File: config.mk
export PLATFORM = sky130hd
export DESIGN_NAME = tmr_pair
export DESIGN_NICKNAME = d
export VERILOG_FILES = /design/src/rtl/tmr_pkg.sv /design/src/rtl/tmr_t3_if.sv /design/src/rtl/tmr_third.sv /design/src/rtl/tmr_pair.sv
export VERILOG_INCLUDE_DIRS = /design/src /design/src/rtl
export SDC_FILE = /design/constraint.sdc
export NUM_CORES = 1
export LEC_CHECK = 0
export BUFFER_PORTS_ARGS = -buffer_cell sky130_fd_sc_hd__buf_2
export CAP_MARGIN = 20
export CORE_MARGIN = 2
export CORE_UTILIZATION = 50
export DETAILED_ROUTE_END_ITERATION = 12
export PLACE_DENSITY_LB_ADDON = 0.05
export SYNTH_ARGS = -nofsm -noshare
export SYNTH_HDL_FRONTEND = slang
export SYNTH_HIERARCHICAL = 1
export SYNTH_SLANG_ARGS = --single-unit
File: constraint.sdc
create_clock -name clk -period 3.35 [get_ports clk]
set_input_delay 0.335 -clock clk [delete_from_list [all_inputs] [get_ports clk]]
set_output_delay 0.335 -clock clk [all_outputs]
set_load 0.05 [all_outputs]
File: src/rtl/tmr_consts.svh
// Register addresses, field positions, reset values and timebase counts for the timer pair
`ifndef TMR_CONSTS_SVH
`define TMR_CONSTS_SVH
`define TMR_ADDR_T2_CTRL 8'hC8
`define TMR_ADDR_T2_RCAP_LO 8'hCA
`define TMR_ADDR_T2_RCAP_HI 8'hCB
`define TMR_ADDR_T2_LO 8'hCC
`define TMR_ADDR_T2_HI 8'hCD
`define TMR_ADDR_CLK_CTRL 8'h8E
`define TMR_ADDR_T3_CTRL 8'h91
`define TMR_ADDR_T3_RLD_LO 8'h92
`define TMR_ADDR_T3_RLD_HI 8'h93
`define TMR_ADDR_T3_LO 8'h94
`define TMR_ADDR_T3_HI 8'h95
`define TMR_T2_OVF_BIT 7
`define TMR_T2_EXT_BIT 6
`define TMR_T2_RCLK_BIT 5
`define TMR_T2_TRANSMIT_BAUD_SOURCE_SELECT_BIT 4
`define TMR_T2_EXEN_BIT 3
`define TMR_T2_RUN_BIT 2
`define TMR_T2_CNT_BIT 1
`define TMR_T2_CP_BIT 0
`define TMR_CLK_T2_DIV_BIT 5
`define TMR_T3_RUN_BIT 2
`define TMR_T3_DIV_BIT 0
`define TMR_RESET_BYTE 8'h00
`define TMR_RESET_WORD 16'h0000
`define TMR_COUNT_MAX 16'hFFFF
`define TMR_COUNT_ONE 16'h0001
`define TMR_PRESCALE_LAST 4'hB
`define TMR_PRESCALE_ONE 4'h1
`define TMR_PRESCALE_ZERO 4'h0
`define TMR_SYNC_IDLE 3'h7
`endif

File: src/rtl/tmr_pkg.sv
// Types shared by the timer pair
package tmr_pkg;
   typedef enum logic [3:0] {
      TMR_MODE_OFF = 4'b0001,
      TMR_MODE_CAPTURE = 4'b0010,
      TMR_MODE_RELOAD = 4'b0100,
      TMR_MODE_BAUD = 4'b1000
   } tmr_mode_type;
endpackage

File: src/rtl/tmr_t3_if.sv
// Carrier between the timer pair top and the third timer
`timescale 1ns/1ps
interface tmr_t3_if;
   logic wr_en;
   logic [7:0] wr_addr;
   logic [7:0] wr_data;
   logic tick12;
   logic [7:0] rd_ctrl;
   logic [7:0] rd_lo;
   logic [7:0] rd_hi;
   logic [7:0] rd_rld_lo;
   logic [7:0] rd_rld_hi;
   logic ovf;
   modport ctl (output wr_en, wr_addr, wr_data, tick12,
      input rd_ctrl, rd_lo, rd_hi, rd_rld_lo, rd_rld_hi, ovf);
   modport tmr (input wr_en, wr_addr, wr_data, tick12,
      output rd_ctrl, rd_lo, rd_hi, rd_rld_lo, rd_rld_hi, ovf);
endinterface

File: src/rtl/tmr_third.sv
// Third timer: 16-bit auto-reload timer on the divided system clock
`timescale 1ns/1ps
`include "tmr_consts.svh"
module tmr_third
   import tmr_pkg::*;
(
   input wire logic clk,
   input wire logic rst_n,
   tmr_t3_if.tmr bus
);
   logic [7:0] ctrl, next_ctrl;
   logic [15:0] count, next_count;
   logic [15:0] reload, next_reload;
   logic ovf, next_ovf;
   logic step;

   // Next count, reload and overflow pulse
   always_comb begin
      next_ctrl = ctrl;
      next_count = count;
      next_reload = reload;
      step = 1'b0;
      // Divide by one or twelve, system clock only, no counter input
      if (ctrl[`TMR_T3_RUN_BIT]) begin
         step = ctrl[`TMR_T3_DIV_BIT] ? 1'b1 : bus.tick12;
      end
      next_ovf = step && (count == `TMR_COUNT_MAX);
      if (step) begin
         // Always reloads on overflow
         next_count = next_ovf ? reload : count + `TMR_COUNT_ONE;
      end
      // Software access to the byte pair
      if (bus.wr_en) begin
         unique case (bus.wr_addr)
            `TMR_ADDR_T3_CTRL: next_ctrl = bus.wr_data;
            `TMR_ADDR_T3_LO: next_count[7:0] = bus.wr_data;
            `TMR_ADDR_T3_HI: next_count[15:8] = bus.wr_data;
            `TMR_ADDR_T3_RLD_LO: next_reload[7:0] = bus.wr_data;
            `TMR_ADDR_T3_RLD_HI: next_reload[15:8] = bus.wr_data;
            default: next_ctrl = ctrl;
         endcase
      end
   end

   // State registers
   always_ff @(posedge clk or negedge rst_n) begin
      if (!rst_n) begin
         ctrl <= `TMR_RESET_BYTE;
         count <= `TMR_RESET_WORD;
         reload <= `TMR_RESET_WORD;
         ovf <= 1'b0;
      end else begin
         ctrl <= next_ctrl;
         count <= next_count;
         reload <= next_reload;
         ovf <= next_ovf;
      end
   end

   // Readback and event out
   assign bus.rd_ctrl = ctrl;
   assign bus.rd_lo = count[7:0];
   assign bus.rd_hi = count[15:8];
   assign bus.rd_rld_lo = reload[7:0];
   assign bus.rd_rld_hi = reload[15:8];
   assign bus.ovf = ovf;
endmodule

File: src/rtl/tmr_pair.sv
// Timer pair top: second timer with capture, reload and baud modes, plus third timer
`timescale 1ns/1ps
`include "tmr_consts.svh"
// Summary of operation
// - Timer mode counts divided system clock
// - Counter mode counts external falling edges
// - Mode from run, baud selects, capture bit
// - Overflow flag set on wrap, capture/reload
// - Trigger edge captures or reloads; overflow reloads except in capture mode
// - Baud mode: reload, no overflow flag, clock/2
// - Third timer is 16 bits in two bytes
// - Third timer clock divided by one/twelve
// - Third timer always auto-reloads
// - Third timer has no counter mode
// - Third timer event starts ADC, times SMBus
module tmr_pair
   import tmr_pkg::*;
(
   input wire logic clk,
   input wire logic rst_n,
   input wire logic [7:0] sfr_addr,
   input wire logic sfr_wr,
   input wire logic [7:0] sfr_wdata,
   output logic [7:0] sfr_rdata,
   input wire logic external_count_input,
   input wire logic external_trigger_input,
   output logic second_timer_irq,
   output logic uart_rx_baud_tick,
   output logic uart_tx_baud_tick,
   output logic adc_start_trigger,
   output logic smbus_timing_tick
);
   tmr_t3_if t3 ();

   logic [7:0] second_timer_control_reg, next_ctrl;
   logic [7:0] clock_control_reg, next_clk_ctrl;
   logic [15:0] count, next_count;
   logic [15:0] reload_capture, next_reload_capture;
   logic [3:0] prescale, next_prescale;
   logic tick12, next_tick12;
   logic half, next_half;
   logic [2:0] cnt_sync, next_cnt_sync;
   logic [2:0] trg_sync, next_trg_sync;
   logic cnt_level, next_cnt_level;
   logic trg_level, next_trg_level;
   logic [7:0] next_rdata;
   logic next_irq, next_rx_tick, next_tx_tick;
   logic adc_q, smb_q;
   logic cnt_fall, trg_fall, step, wrap, trig;
   tmr_mode_type mode;

   logic second_timer_overflow_flag;
   logic second_timer_external_flag;
   logic transmit_baud_source_select;
   logic receive_baud_source_select;
   logic external_trigger_enable;
   logic second_timer_run;
   logic counter_select;
   logic capture_reload_select;
   logic second_timer_clock_divide;

   assign second_timer_overflow_flag = second_timer_control_reg[`TMR_T2_OVF_BIT];
   assign second_timer_external_flag = second_timer_control_reg[`TMR_T2_EXT_BIT];
   assign receive_baud_source_select = second_timer_control_reg[`TMR_T2_RCLK_BIT];
   assign transmit_baud_source_select = second_timer_control_reg[`TMR_T2_TRANSMIT_BAUD_SOURCE_SELECT_BIT];
   assign external_trigger_enable = second_timer_control_reg[`TMR_T2_EXEN_BIT];
   assign second_timer_run = second_timer_control_reg[`TMR_T2_RUN_BIT];
   assign counter_select = second_timer_control_reg[`TMR_T2_CNT_BIT];
   assign capture_reload_select = second_timer_control_reg[`TMR_T2_CP_BIT];
   assign second_timer_clock_divide = clock_control_reg[`TMR_CLK_T2_DIV_BIT];

   // Third timer and its register port
   tmr_third u_third (
      .clk(clk),
      .rst_n(rst_n),
      .bus(t3.tmr)
   );
   assign t3.wr_en = sfr_wr;
   assign t3.wr_addr = sfr_addr;
   assign t3.wr_data = sfr_wdata;
   assign t3.tick12 = tick12;

   // Pin synchronisers, prescaler and mode decode
   always_comb begin
      next_cnt_sync = {cnt_sync[1:0], external_count_input};
      next_trg_sync = {trg_sync[1:0], external_trigger_input};
      next_cnt_level = (cnt_sync[1] == cnt_sync[2]) ? cnt_sync[1] : cnt_level;
      next_trg_level = (trg_sync[1] == trg_sync[2]) ? trg_sync[1] : trg_level;
      cnt_fall = cnt_level && !next_cnt_level;
      trg_fall = trg_level && !next_trg_level;
      next_tick12 = (prescale == `TMR_PRESCALE_LAST);
      next_prescale = next_tick12 ? `TMR_PRESCALE_ZERO : prescale + `TMR_PRESCALE_ONE;
      next_half = !half;
      // Off, baud, capture or reload
      if (!second_timer_run) begin
         mode = TMR_MODE_OFF;
      end else if (receive_baud_source_select || transmit_baud_source_select) begin
         mode = TMR_MODE_BAUD;
      end else if (capture_reload_select) begin
         mode = TMR_MODE_CAPTURE;
      end else begin
         mode = TMR_MODE_RELOAD;
      end
   end

   // Second timer counting and event logic
   always_comb begin
      next_ctrl = second_timer_control_reg;
      next_clk_ctrl = clock_control_reg;
      next_count = count;
      next_reload_capture = reload_capture;
      step = 1'b0;
      if (mode != TMR_MODE_OFF) begin
         if (counter_select) begin
            step = cnt_fall;
         end else if (mode == TMR_MODE_BAUD) begin
            step = half;
         end else begin
            step = second_timer_clock_divide ? 1'b1 : tick12;
         end
      end
      wrap = step && (count == `TMR_COUNT_MAX);
      trig = trg_fall && external_trigger_enable && (mode != TMR_MODE_OFF);
      if (step) begin
         // Reload on overflow except in capture mode
         next_count = (wrap && mode != TMR_MODE_CAPTURE) ? reload_capture
            : count + `TMR_COUNT_ONE;
      end
      // Trigger edge captures or reloads
      if (trig && mode == TMR_MODE_CAPTURE) begin
         next_reload_capture = count;
      end
      if (trig && mode == TMR_MODE_RELOAD) begin
         next_count = reload_capture;
      end
      // Software writes; flags take set over clear
      if (sfr_wr) begin
         unique case (sfr_addr)
            `TMR_ADDR_T2_CTRL: next_ctrl = sfr_wdata;
            `TMR_ADDR_CLK_CTRL: next_clk_ctrl = sfr_wdata;
            `TMR_ADDR_T2_LO: next_count[7:0] = sfr_wdata;
            `TMR_ADDR_T2_HI: next_count[15:8] = sfr_wdata;
            `TMR_ADDR_T2_RCAP_LO: next_reload_capture[7:0] = sfr_wdata;
            `TMR_ADDR_T2_RCAP_HI: next_reload_capture[15:8] = sfr_wdata;
            default: next_clk_ctrl = clock_control_reg;
         endcase
      end
      // Overflow flag only in capture and reload modes
      if (wrap && (mode == TMR_MODE_CAPTURE || mode == TMR_MODE_RELOAD)) begin
         next_ctrl[`TMR_T2_OVF_BIT] = 1'b1;
      end
      if (trig) begin
         next_ctrl[`TMR_T2_EXT_BIT] = 1'b1;
      end
      next_irq = next_ctrl[`TMR_T2_OVF_BIT] || next_ctrl[`TMR_T2_EXT_BIT];
      // Overflows feed the serial shift clock
      next_rx_tick = wrap && mode == TMR_MODE_BAUD && receive_baud_source_select;
      next_tx_tick = wrap && mode == TMR_MODE_BAUD && transmit_baud_source_select;
   end

   // Read mux, registered; unmapped reads zero
   always_comb begin
      unique case (sfr_addr)
         `TMR_ADDR_T2_CTRL: next_rdata = second_timer_control_reg;
         `TMR_ADDR_CLK_CTRL: next_rdata = clock_control_reg;
         `TMR_ADDR_T2_LO: next_rdata = count[7:0];
         `TMR_ADDR_T2_HI: next_rdata = count[15:8];
         `TMR_ADDR_T2_RCAP_LO: next_rdata = reload_capture[7:0];
         `TMR_ADDR_T2_RCAP_HI: next_rdata = reload_capture[15:8];
         `TMR_ADDR_T3_CTRL: next_rdata = t3.rd_ctrl;
         `TMR_ADDR_T3_LO: next_rdata = t3.rd_lo;
         `TMR_ADDR_T3_HI: next_rdata = t3.rd_hi;
         `TMR_ADDR_T3_RLD_LO: next_rdata = t3.rd_rld_lo;
         `TMR_ADDR_T3_RLD_HI: next_rdata = t3.rd_rld_hi;
         default: next_rdata = `TMR_RESET_BYTE;
      endcase
   end

   // Registers of the top
   always_ff @(posedge clk or negedge rst_n) begin
      if (!rst_n) begin
         second_timer_control_reg <= `TMR_RESET_BYTE;
         clock_control_reg <= `TMR_RESET_BYTE;
         count <= `TMR_RESET_WORD;
         reload_capture <= `TMR_RESET_WORD;
         prescale <= `TMR_PRESCALE_ZERO;
         tick12 <= 1'b0;
         half <= 1'b0;
         cnt_sync <= `TMR_SYNC_IDLE;
         trg_sync <= `TMR_SYNC_IDLE;
         cnt_level <= 1'b1;
         trg_level <= 1'b1;
         sfr_rdata <= `TMR_RESET_BYTE;
         second_timer_irq <= 1'b0;
         uart_rx_baud_tick <= 1'b0;
         uart_tx_baud_tick <= 1'b0;
         adc_q <= 1'b0;
         smb_q <= 1'b0;
      end else begin
         second_timer_control_reg <= next_ctrl;
         clock_control_reg <= next_clk_ctrl;
         count <= next_count;
         reload_capture <= next_reload_capture;
         prescale <= next_prescale;
         tick12 <= next_tick12;
         half <= next_half;
         cnt_sync <= next_cnt_sync;
         trg_sync <= next_trg_sync;
         cnt_level <= next_cnt_level;
         trg_level <= next_trg_level;
         sfr_rdata <= next_rdata;
         second_timer_irq <= next_irq;
         uart_rx_baud_tick <= next_rx_tick;
         uart_tx_baud_tick <= next_tx_tick;
         adc_q <= t3.ovf;
         smb_q <= t3.ovf;
      end
   end

   assign adc_start_trigger = adc_q;
   assign smbus_timing_tick = smb_q;
endmodule

==> results.cfg, run 1 <==
[outcome]
status = finished clean

[worst_setup_path]
critPathRequiredTime_ns = 3.65
crit_fanout = 11
startpoint_type = flip-flop
critPathArrivalTime_ns = 2.93
worstSetupPathType = flip-flop to flip-flop
cp-end-kind = flip-flop

[drt]
wire_per_inst_um = 23.1
ant_nets = 0
drc_errors = 0
drt_wl_total_um = 20200
vias = 5530
drtIter0Drc = 689
viasPerCell = 6.33
first_pass_iters = 5

[pwr]
p_clk_share_pct = 48.4
switchingPower_mw = 1.16
power_leakage_nw = 3.34
vdd_drop_max_v = 0.000378
p_comb_share_pct = 13.1
p_int_mw = 3.13
swShare_pct = 27.0
power_mw = 4.29
power.density_nw_per_um2 = 574
p_seq_share_pct = 38.5

[global_routing]
grt_max_degree = 50
grt_pass1_vias = 5098
antenna_found_initial = 0
grt_pass1_wl_um = 31100
grt_usage_pct = 31.4
overflow = 0

[yosys]
yosys.area.top_type = dfrtp_1
netlist_instances = 650
synth-seq-cells = 115
syn_area_per_cell_um2 = 9.85
yosysUniqueCellTypes = 70
ys_seq_area_share_pct = 45.1
synth.area.top_cells = dfrtp_1 42%, mux2_2 9.0%, mux2i_1 5.8%
netlist_area_um2 = 6400
ys.flop_type = dfrtp_1
syn-num-nets = 674
ys_async_sr_fraction_pct = 100
synth_edf_count = 0
yosys_warnings = 6
synth_top_area_share_pct = 41.8

[clock_network]
cts_setup_buffers = 0
cts.clk_slew.worst_paths_ns = 0.06
clockBufferDepth = 2
cts_tree = built
cts_root_buf = clkbuf_16
cts_buffers = 17
clkLatencyLatePin_ns = 0.43
post_cts_resized = 0
cts.sinks = 115
htree_levels = 4

[timing]
skew_ns = 0.00779
worst_slew_pin_slew_ns = 1.07
rsz0062_at_grt = false
setup_tns_ns = 0
setup_viol = 0
maxSlewViolCount = 0
fmax_mhz = 380
report.final.hold_viol_count = 0
slew_headroom_pct = 28.4
fin_crit_ns = 2.63
period_share_pct = 78.6

[floorplanning]
die_h_um = 117
die_area_um2 = 13700
row_count = 41
die_w_um = 117
ioPinCount = 34
core_area_um2 = 12600
initial_core_util_pct = 51.0

[final_layout]
synthToLayoutAreaGrowth_pct = 16.6
instances_no_fill = 874
drive_gt1_share_pct = 21.5
n_antenna_cell = 0
layout.nets = 714
fillers = 1088
multi_input_area_um2 = 3350
regArea_um2 = 2890

[placed_design]
portBuffers = 33
routabilityCongestion = 0.953
dp.cells = 840
dpl.hpwl_um = 14400

[run]
cap_violations = 0

[worst_hold_path]
min_path_type = input port to flip-flop
-- power groups by stage --
stage	clock, mW	combinational [mW]	sequential (mW)
after floorplan	0	0.373	1.61
after CTS	2.10	0.557	1.64
final	2.08	0.562	1.65
after global placement	0	0.544	1.66
after detailed placement	0	0.552	1.67
after global routing	2.18	0.621	1.66
-- stage by stage --
| stage | hold WS (ns) | util [%] | setup slack, ns | area (µm²) |
|---|---|---|---|---|
| finish | 0.311 | 59.4 | 0.717 | 7470 |
| global route | 0.312 | 59.4 | 0.483 | 7470 |
| CTS | 0.291 | 59.4 | 0.783 | 7470 |
| detailed placement | 0.346 | 53.8 | 0.785 | 6770 |
| global placement | 0.334 | 53.8 | 0.780 | 6770 |
| floorplan | 0.0394 | - | 1.09 | 6400 |
-- area by class of cell --
type / count / share of cell area (%)
clock buffer: 18 / 5.88
multi-input combinational: 496 / 44.9
sequential: 115 / 38.7
clock inverter: 13 / 3.10
tap: 172 / 2.88
inverter: 9 / 0.452
timing repair buffer: 51 / 4.16
-- kinds of logic (layout without fill, tap and decap cells) --
family                   Yosys count  in the layout  synth area share, %
AO/OA/AOI/OAI                    155            155                 15.3
XOR/XNOR                          14             14                 1.91
adder cells (fa/ha/maj)            5              5                0.899
buffers and inverters             39             91                 2.62
flip-flops                       115            115                 45.1
multiplexers                      92             92                 15.5
AND/OR/NAND/NOR                  230            230                 18.7
-- placed cells by master (no fill, tap or decap), drive strengths merged, types with 4 or more instances in the layout --
cell type    n
and2         5
nand3       19
o211ai       4
a21oi       43
clkinv       4
or2          4
nor3        14
nor4        13
or3          4
a211oi       4
a22o         8
nor2        62
dfrtp      107
dfstp        8
nor3b        4
mux2i       37
xor2         9
xnor2        5
o22ai       12
a221oi       7
o21ai       41
a31oi        9
a222oi       4
buf         48
nand4       14
inv         10
clkbuf      18
nand2       61
bufinv       6
and3         9
mux2        55
-- Yosys cell counts, types with 3 or more instances --
| master | n |
|---|---|
| dfrtp_1 | 107 |
| dfstp_2 | 8 |
| nor2_1 | 61 |
| ha_1 | 3 |
| o211ai_1 | 4 |
| o21ai_1 | 13 |
| xnor2_1 | 5 |
| clkbuf_1 | 18 |
| nor3_1 | 13 |
| xor2_1 | 9 |
| o21a_1 | 3 |
| o31ai_1 | 3 |
| a221oi_1 | 7 |
| a211oi_1 | 4 |
| nand2b_1 | 3 |
| nand2_1 | 61 |
| nor4_1 | 11 |
| buf_2 | 8 |
| nor4b_1 | 3 |
| mux2_2 | 51 |
| a22o_1 | 8 |
| nand4_1 | 11 |
| and2_1 | 5 |
| nand3_1 | 19 |
| o21ai_0 | 28 |
| a222oi_1 | 4 |
| nor2b_1 | 3 |
| or3_1 | 4 |
| or2_1 | 3 |
| inv_1 | 9 |
| mux2i_1 | 37 |
| nor3b_1 | 3 |
| mux2_1 | 4 |
| a22oi_1 | 3 |
| a31oi_1 | 9 |
| and3_1 | 9 |
| a21oi_1 | 42 |
| o22ai_1 | 12 |
-- critical path, cell delays in order (launching register included) --
cell	delay, ns
dfrtp_1	0.44
ha_1	0.28
nand4_2	0.18
or3_1	0.59
nor2_1	0.24
buf_4	0.21
o21ai_0	0.11
a211oi_1	0.34
o22ai_1	0.11
-- repair_timing --
action	CTS	global route
endpoints found under the setup margin	0	0
hold endpoints to repair	48	0
hold buffers	3	0
-- per-layer routing --
layer | track usage [%] | share of wire, % | up-vias
met5 | 0 | 0 | -
met4 | 11.5 | 2.3 | 0
met3 | 6.75 | 9.3 | 37
met2 | 43.0 | 43 | 268
met1 | 48.5 | 46 | 2729
li1 | - | - | 2496
-- path summary, 6_finish.rpt --
path	start	to	slack [ns]	cells after the start
worst min register to register	u_third/bus.ovf$_DFF_PN0_	smbus_timing_tick$_DFF_PN0_	0.35	0
worst min-delay path	sfr_wdata[0]	count[8]$_DFF_PN0_	0.31	3
min in group asynchronous	rst_n	count[4]$_DFF_PN0_	0.48	2
worst max-delay path	count[0]$_DFF_PN0_	count[7]$_DFF_PN0_	0.72	8
max in group asynchronous	rst_n	trg_sync[0]$_DFF_PN1_	2.04	3
worst max register to register	count[0]$_DFF_PN0_	count[7]$_DFF_PN0_	0.72	8
(Power assumes the default switching activity.)
==> run 2: changes to the inputs <==
Clock period 3.35 ns to 2.2 ns, I/O delays scaled along.
==> run 2 against run 1 <==
Via count rose by 4.5%. Power increased by 60%. Sequential share of layout area shrank 2.8 points. Wire length increased by 3.4%. First-iteration DRC count down 3.2%. Global-route usage rose by 0.85 points.
==> results.cfg, run 2 (same netlist as run 1, synthesis figures left out) <==
[outcome]
status = finished clean

[worst_setup_path]
critPathArrivalTime_ns = 2.41
startpoint_type = flip-flop
worstSetupPathType = flip-flop to flip-flop
cp-end-kind = flip-flop
critPathRequiredTime_ns = 2.48
r2r_cells = 6
reg2reg_to = count[13]$_DFF_PN0_
crit_start = count[4]$_DFF_PN0_
rrSetupSlack_ns = 0.08
crit_fanout = 5
reg2reg_from = count[4]$_DFF_PN0_

[floorplanning]
initial_core_util_pct = 51.0
die_w_um = 117
ioPinCount = 34
core_area_um2 = 12600
die_area_um2 = 13700
die_h_um = 117
row_count = 41

[global_routing]
busiest_layer = met1
antenna_found_initial = 0
grt_max_degree = 71
grt_pass1_vias = 5577
use_met2_pct = 45.9
met3_usage_pct = 8.86
grt_usage_pct = 32.3
grt_pass1_wl_um = 32300
overflow = 0
grt.met1_usage_pct = 47.5

[pwr]
p_clk_share_pct = 47.4
switchingPower_mw = 1.82
p_comb_share_pct = 16.8
power_leakage_nw = 3.67
swShare_pct = 26.5
power.density_nw_per_um2 = 852
vdd_drop_max_v = 0.000584
power_mw = 6.85
p_seq_share_pct = 35.8
p_int_mw = 5.03

[timing]
report.final.hold_viol_count = 0
fin_crit_ns = 2.12
worst_slew_pin_slew_ns = 0.477
slew_headroom_pct = 67.8
setup_tns_ns = 0
skew_ns = 0.00818
setup_viol = 0
period_share_pct = 96.6
maxSlewViolCount = 0
fmax_mhz = 471

[worst_hold_path]
min_path_cells = 3
min_from = sfr_wdata[2]
min_path_type = input port to flip-flop
worstHoldEndpoint = u_third/count[2]$_DFF_PN0_

[drt]
drc_errors = 0
wire_per_inst_um = 22.3
viasPerCell = 6.15
ant_nets = 0
vias = 5779
drtIter0Drc = 667
drt_wl_total_um = 20900
first_pass_iters = 7

[clock_network]
cts_tree = built
cts_root_buf = clkbuf_16
cts.clk_slew.worst_paths_ns = 0.05
cts.sinks = 115
clkLatencyLatePin_ns = 0.42
clockBufferDepth = 2
cts_buffers = 17
htree_levels = 4

[placed_design]
dpl.hpwl_um = 15100
routabilityCongestion = 0.983
portBuffers = 33

[final_layout]
fin_util_pct = 64.0
fillers = 1046
n_antenna_cell = 0
layout_common_cells = 107 x dfrtp_1, 78 x buf_4, 61 x nand2_1, 61 x nor2_1, 51 x mux2_2
synthToLayoutAreaGrowth_pct = 25.6
layout.nets = 779
final_common_cell = dfrtp_1
drive_gt1_share_pct = 28.5
multi_input_area_um2 = 3390
regArea_um2 = 2890

[run]
cap_violations = 0
## run 2: what timing repair did
action,CTS,global route
setup buffers,0,5
gates resized for setup,1,6
hold endpoints to repair,109,0
gates cloned,0,0
hold buffers,3,0
pin swaps,0,2
setup endpoints to repair,1,16
## run 2: critical path, cell delays in order (launching register included)
cell	delay, ns
dfrtp_1	0.51
nand2_1	0.14
nor4_2	0.42
nor4b_1	0.35
mux2_1	0.36
o22ai_1	0.13
o21ai_1	0.08
## run 2: power by group through the flow
stage               combinational [mW]  clock [mW]  sequential, mW
finish                            1.15        3.25            2.45
global placement                  1.08           0            2.48
CTS                               1.11        3.28            2.45
detailed placement                1.10           0            2.48
floorplan                        0.570           0            2.46
global route                      1.24        3.38            2.47
## run 2: layout make-up
cell class | instances | share of cell area (%)
clock inverters | 10 | 2.85
clock buffers | 22 | 5.65
flip-flops and latches | 115 | 35.9
well taps | 172 | 2.68
repair buffers | 116 | 10.4
multi-input cells | 496 | 42.1
inverters | 9 | 0.420
## run 2: stage by stage
stage                     std cells  area, µm²  worst slack, ns  hold WS [ns]
after global placement          900       7260           0.0250         0.223
after global routing            940       8040          -0.0122         0.214
after CTS                       935       7970           0.0199         0.202
after detailed placement        900       7260           0.0125         0.225
final                           940       8040           0.0752         0.205
after floorplan                 650       6410           0.0151       -0.0756
## run 2: per-layer routing
layer / wire length (µm) / vias up / share of wire [%]
li1: - / 2628 / -
met1: 9380 / 2839 / 45
met2: 9260 / 285 / 44
met3: 1960 / 27 / 9.4
met4: 321 / 0 / 1.5
met5: 0 / - / 0
## run 2: how the worst max path moves through the flow
| stage | to | slack [ns] |
|---|---|---|
| final | count[13]$_DFF_PN0_ | 0.08 |
| after global routing | count[13]$_DFF_PN0_ | -0.01 |
| after CTS | count[11]$_DFF_PN0_ | 0.02 |
| after detailed placement | count[11]$_DFF_PN0_ | 0.01 |
| after global placement | sfr_rdata[7]$_DFF_PN0_ | 0.03 |
| after floorplan | count[14]$_DFF_PN0_ | 0.02 |
==> run 3: changes to the inputs <==
==> constraint.sdc (replaced) <==
create_clock -name clk -period 2.2 [get_ports clk]
set_input_delay 0.11 -clock clk [delete_from_list [all_inputs] [get_ports clk]]
set_output_delay 0.11 -clock clk [all_outputs]
set_load 0.05 [all_outputs]
==> run 3 against run 2 <==
Global-route usage rose by 0.13 points. Non-clock buffer count fell by 1. Register-to-register slack barely moved. Cell count fell by 0.11%. Largest cell class unchanged. Clock power fell by 5%. Highest routed layer unchanged. Power fell by 2.2%. First-iteration DRC count rose by 1.9%. Critical path type unchanged. Sequential cell count did not move. Sequential power barely moved. Critical path depth rose by 1.
==> results.cfg, run 3 (same netlist as run 1, synthesis figures left out) <==
[floorplanning]
die_area_um2 = 13700
die_w_um = 117
initial_core_util_pct = 51.0
ioPinCount = 34
core_area_um2 = 12600
die_h_um = 117
row_count = 41

[pwr]
p_int_mw = 4.87
vdd_drop_max_v = 0.000625
p_seq_share_pct = 36.6
power.density_nw_per_um2 = 836
swShare_pct = 27.3
power_leakage_nw = 3.63
p_comb_share_pct = 17.5
switchingPower_mw = 1.83
p_clk_share_pct = 45.9

[placed_design]
routabilityCongestion = 0.973
dpl.hpwl_um = 15600
place_ws_ns = 0.0196
dp.cells = 904
portBuffers = 33

[global_routing]
overflow = 0
grt_max_degree = 43
grt_pass1_wl_um = 32300
grt_usage_pct = 32.4
grt_pass1_vias = 5480
antenna_found_initial = 0

[worst_setup_path]
cp-end-kind = flip-flop
cp.depth = 7
crit_family = simple AND/OR/NAND/NOR gates
max_stage_delay_ns = 0.55
startpoint_type = flip-flop
crit_start = t3.tick12$_DFF_PN0_
reg2reg_from = t3.tick12$_DFF_PN0_
path_cells = or4_4 > a21oi_4 > buf_6 > nor4_2 > mux2_1 > o22ai_1 > o21ai_1
crit_fanout = 6
worstSetupPathType = flip-flop to flip-flop
critPathArrivalTime_ns = 2.43
r2r_cells = 7
crit_path_top_delay_cell = or4_4
critPathRequiredTime_ns = 2.50
cp_num_buf_inv = 1

[worst_hold_path]
min_from = sfr_addr[5]
min_path_cells = 3
min_path_type = input port to flip-flop

[timing]
fmax_mhz = 469
report.final.hold_viol_count = 0
setup_viol = 0
slew_headroom_pct = 47.1
period_share_pct = 96.9
rsz0062_at_grt = false
fin_crit_ns = 2.13
skew_ns = 0.0125
worst_slew_pin_slew_ns = 0.791
setup_tns_ns = 0
maxSlewViolCount = 0
setup_ws_ns = 0.0674

[drt]
wire_per_inst_um = 22.9
drt_wl_total_um = 21500
viasPerCell = 6.25
highest_layer = met4
met2WireLength_um = 9410
vias = 5869
wl_met1_um = 9650
drc_errors = 0
wl_met3_um = 2080
first_pass_iters = 8
ant_nets = 0
drtIter0Drc = 680

[final_layout]
drive_gt1_share_pct = 29.3
multi_input_area_um2 = 3410
final_common_cell = dfrtp_1
fillers = 1056
instances_no_fill = 939
layout.nets = 778
synthToLayoutAreaGrowth_pct = 25.2
layout_common_cells = 107 x dfrtp_1, 77 x buf_4, 61 x nand2_1, 61 x nor2_1, 51 x mux2_2
regArea_um2 = 2890
fin_util_pct = 63.8
n_antenna_cell = 0

[clock_network]
clkLatencyLatePin_ns = 0.42
cts_root_buf = clkbuf_16
cts_tree = built
htree_levels = 4
cts_buffers = 17
cts.clk_slew.worst_paths_ns = 0.05
cts_setup_buffers = 0
cts.sinks = 115
clockBufferDepth = 2

[outcome]
status = finished clean

[run]
cap_violations = 0
run 3: cell types whose count changed in the layout (fill, tap and decap cells not counted), sizes merged:
cell,before,now
buf,113,112
bufinv,7,5
clkbuf,22,23
clkinv,3,2
clkinvlp,0,2
run 3: power by group through the flow:
| stage | Clock [mW] | Combinational (mW) | Sequential, mW |
|---|---|---|---|
| 2_1_floorplan | 0 | 0.570 | 2.46 |
| 3_3_place_gp | 0 | 1.11 | 2.47 |
| 3_5_place_dp | 0 | 1.12 | 2.48 |
| 4_1_cts | 3.11 | 1.13 | 2.45 |
| 5_1_grt | 3.21 | 1.26 | 2.47 |
| 6_report | 3.08 | 1.17 | 2.46 |
run 3: per-layer routing:
metal	up-vias	track usage (%)
li1	2624	-
met1	2917	47.7
met2	298	46.7
met3	30	8.91
met4	0	9.33
met5	-	0
run 3: final cells by class:
cell class	instances	area share, %
multi-input cells	496	42.5
flip-flops and latches	115	36.0
repair buffers	115	10.2
clock buffers	23	5.96
well taps	172	2.68
clock inverters	9	2.23
inverters	9	0.421
run 3: stage by stage:
step / total power [mW] / instance area (µm²) / hold slack [ns]
after global routing: 6.94 / 8020 / 0.0995
after CTS: 6.69 / 7960 / 0.0822
final: 6.70 / 8020 / 0.0934
after global placement: 3.59 / 7270 / 0.0692
after floorplan: 3.03 / 6410 / -0.186
after detailed placement: 3.60 / 7270 / 0.0816
run 3: final timing paths:
path                                          endpoint  slack [ns]
max                                count[14]$_DFF_PN0_        0.07
max in group asynchronous          cnt_level$_DFF_PN1_        1.33
min                             sfr_rdata[7]$_DFF_PN0_        0.09
max reg2reg                        count[14]$_DFF_PN0_        0.07
min reg2reg                smbus_timing_tick$_DFF_PN0_        0.35
min in group asynchronous           count[6]$_DFF_PN0_        0.18
run 3: worst reg2reg max path: cells and delay by family (launching register included):
kind,cells,cell delay (ns)
buffers and inverters,1,0.17
AND/OR/NAND/NOR,2,0.59
flip-flops,1,0.40
multiplexers,1,0.31
AO/OA/AOI/OAI,3,0.54
run 3: what timing repair did:
item	4_1_cts	5_1_grt
gates resized for setup	0	13
hold buffers	3	0
setup endpoints to repair	0	17
hold endpoints to repair	31	0
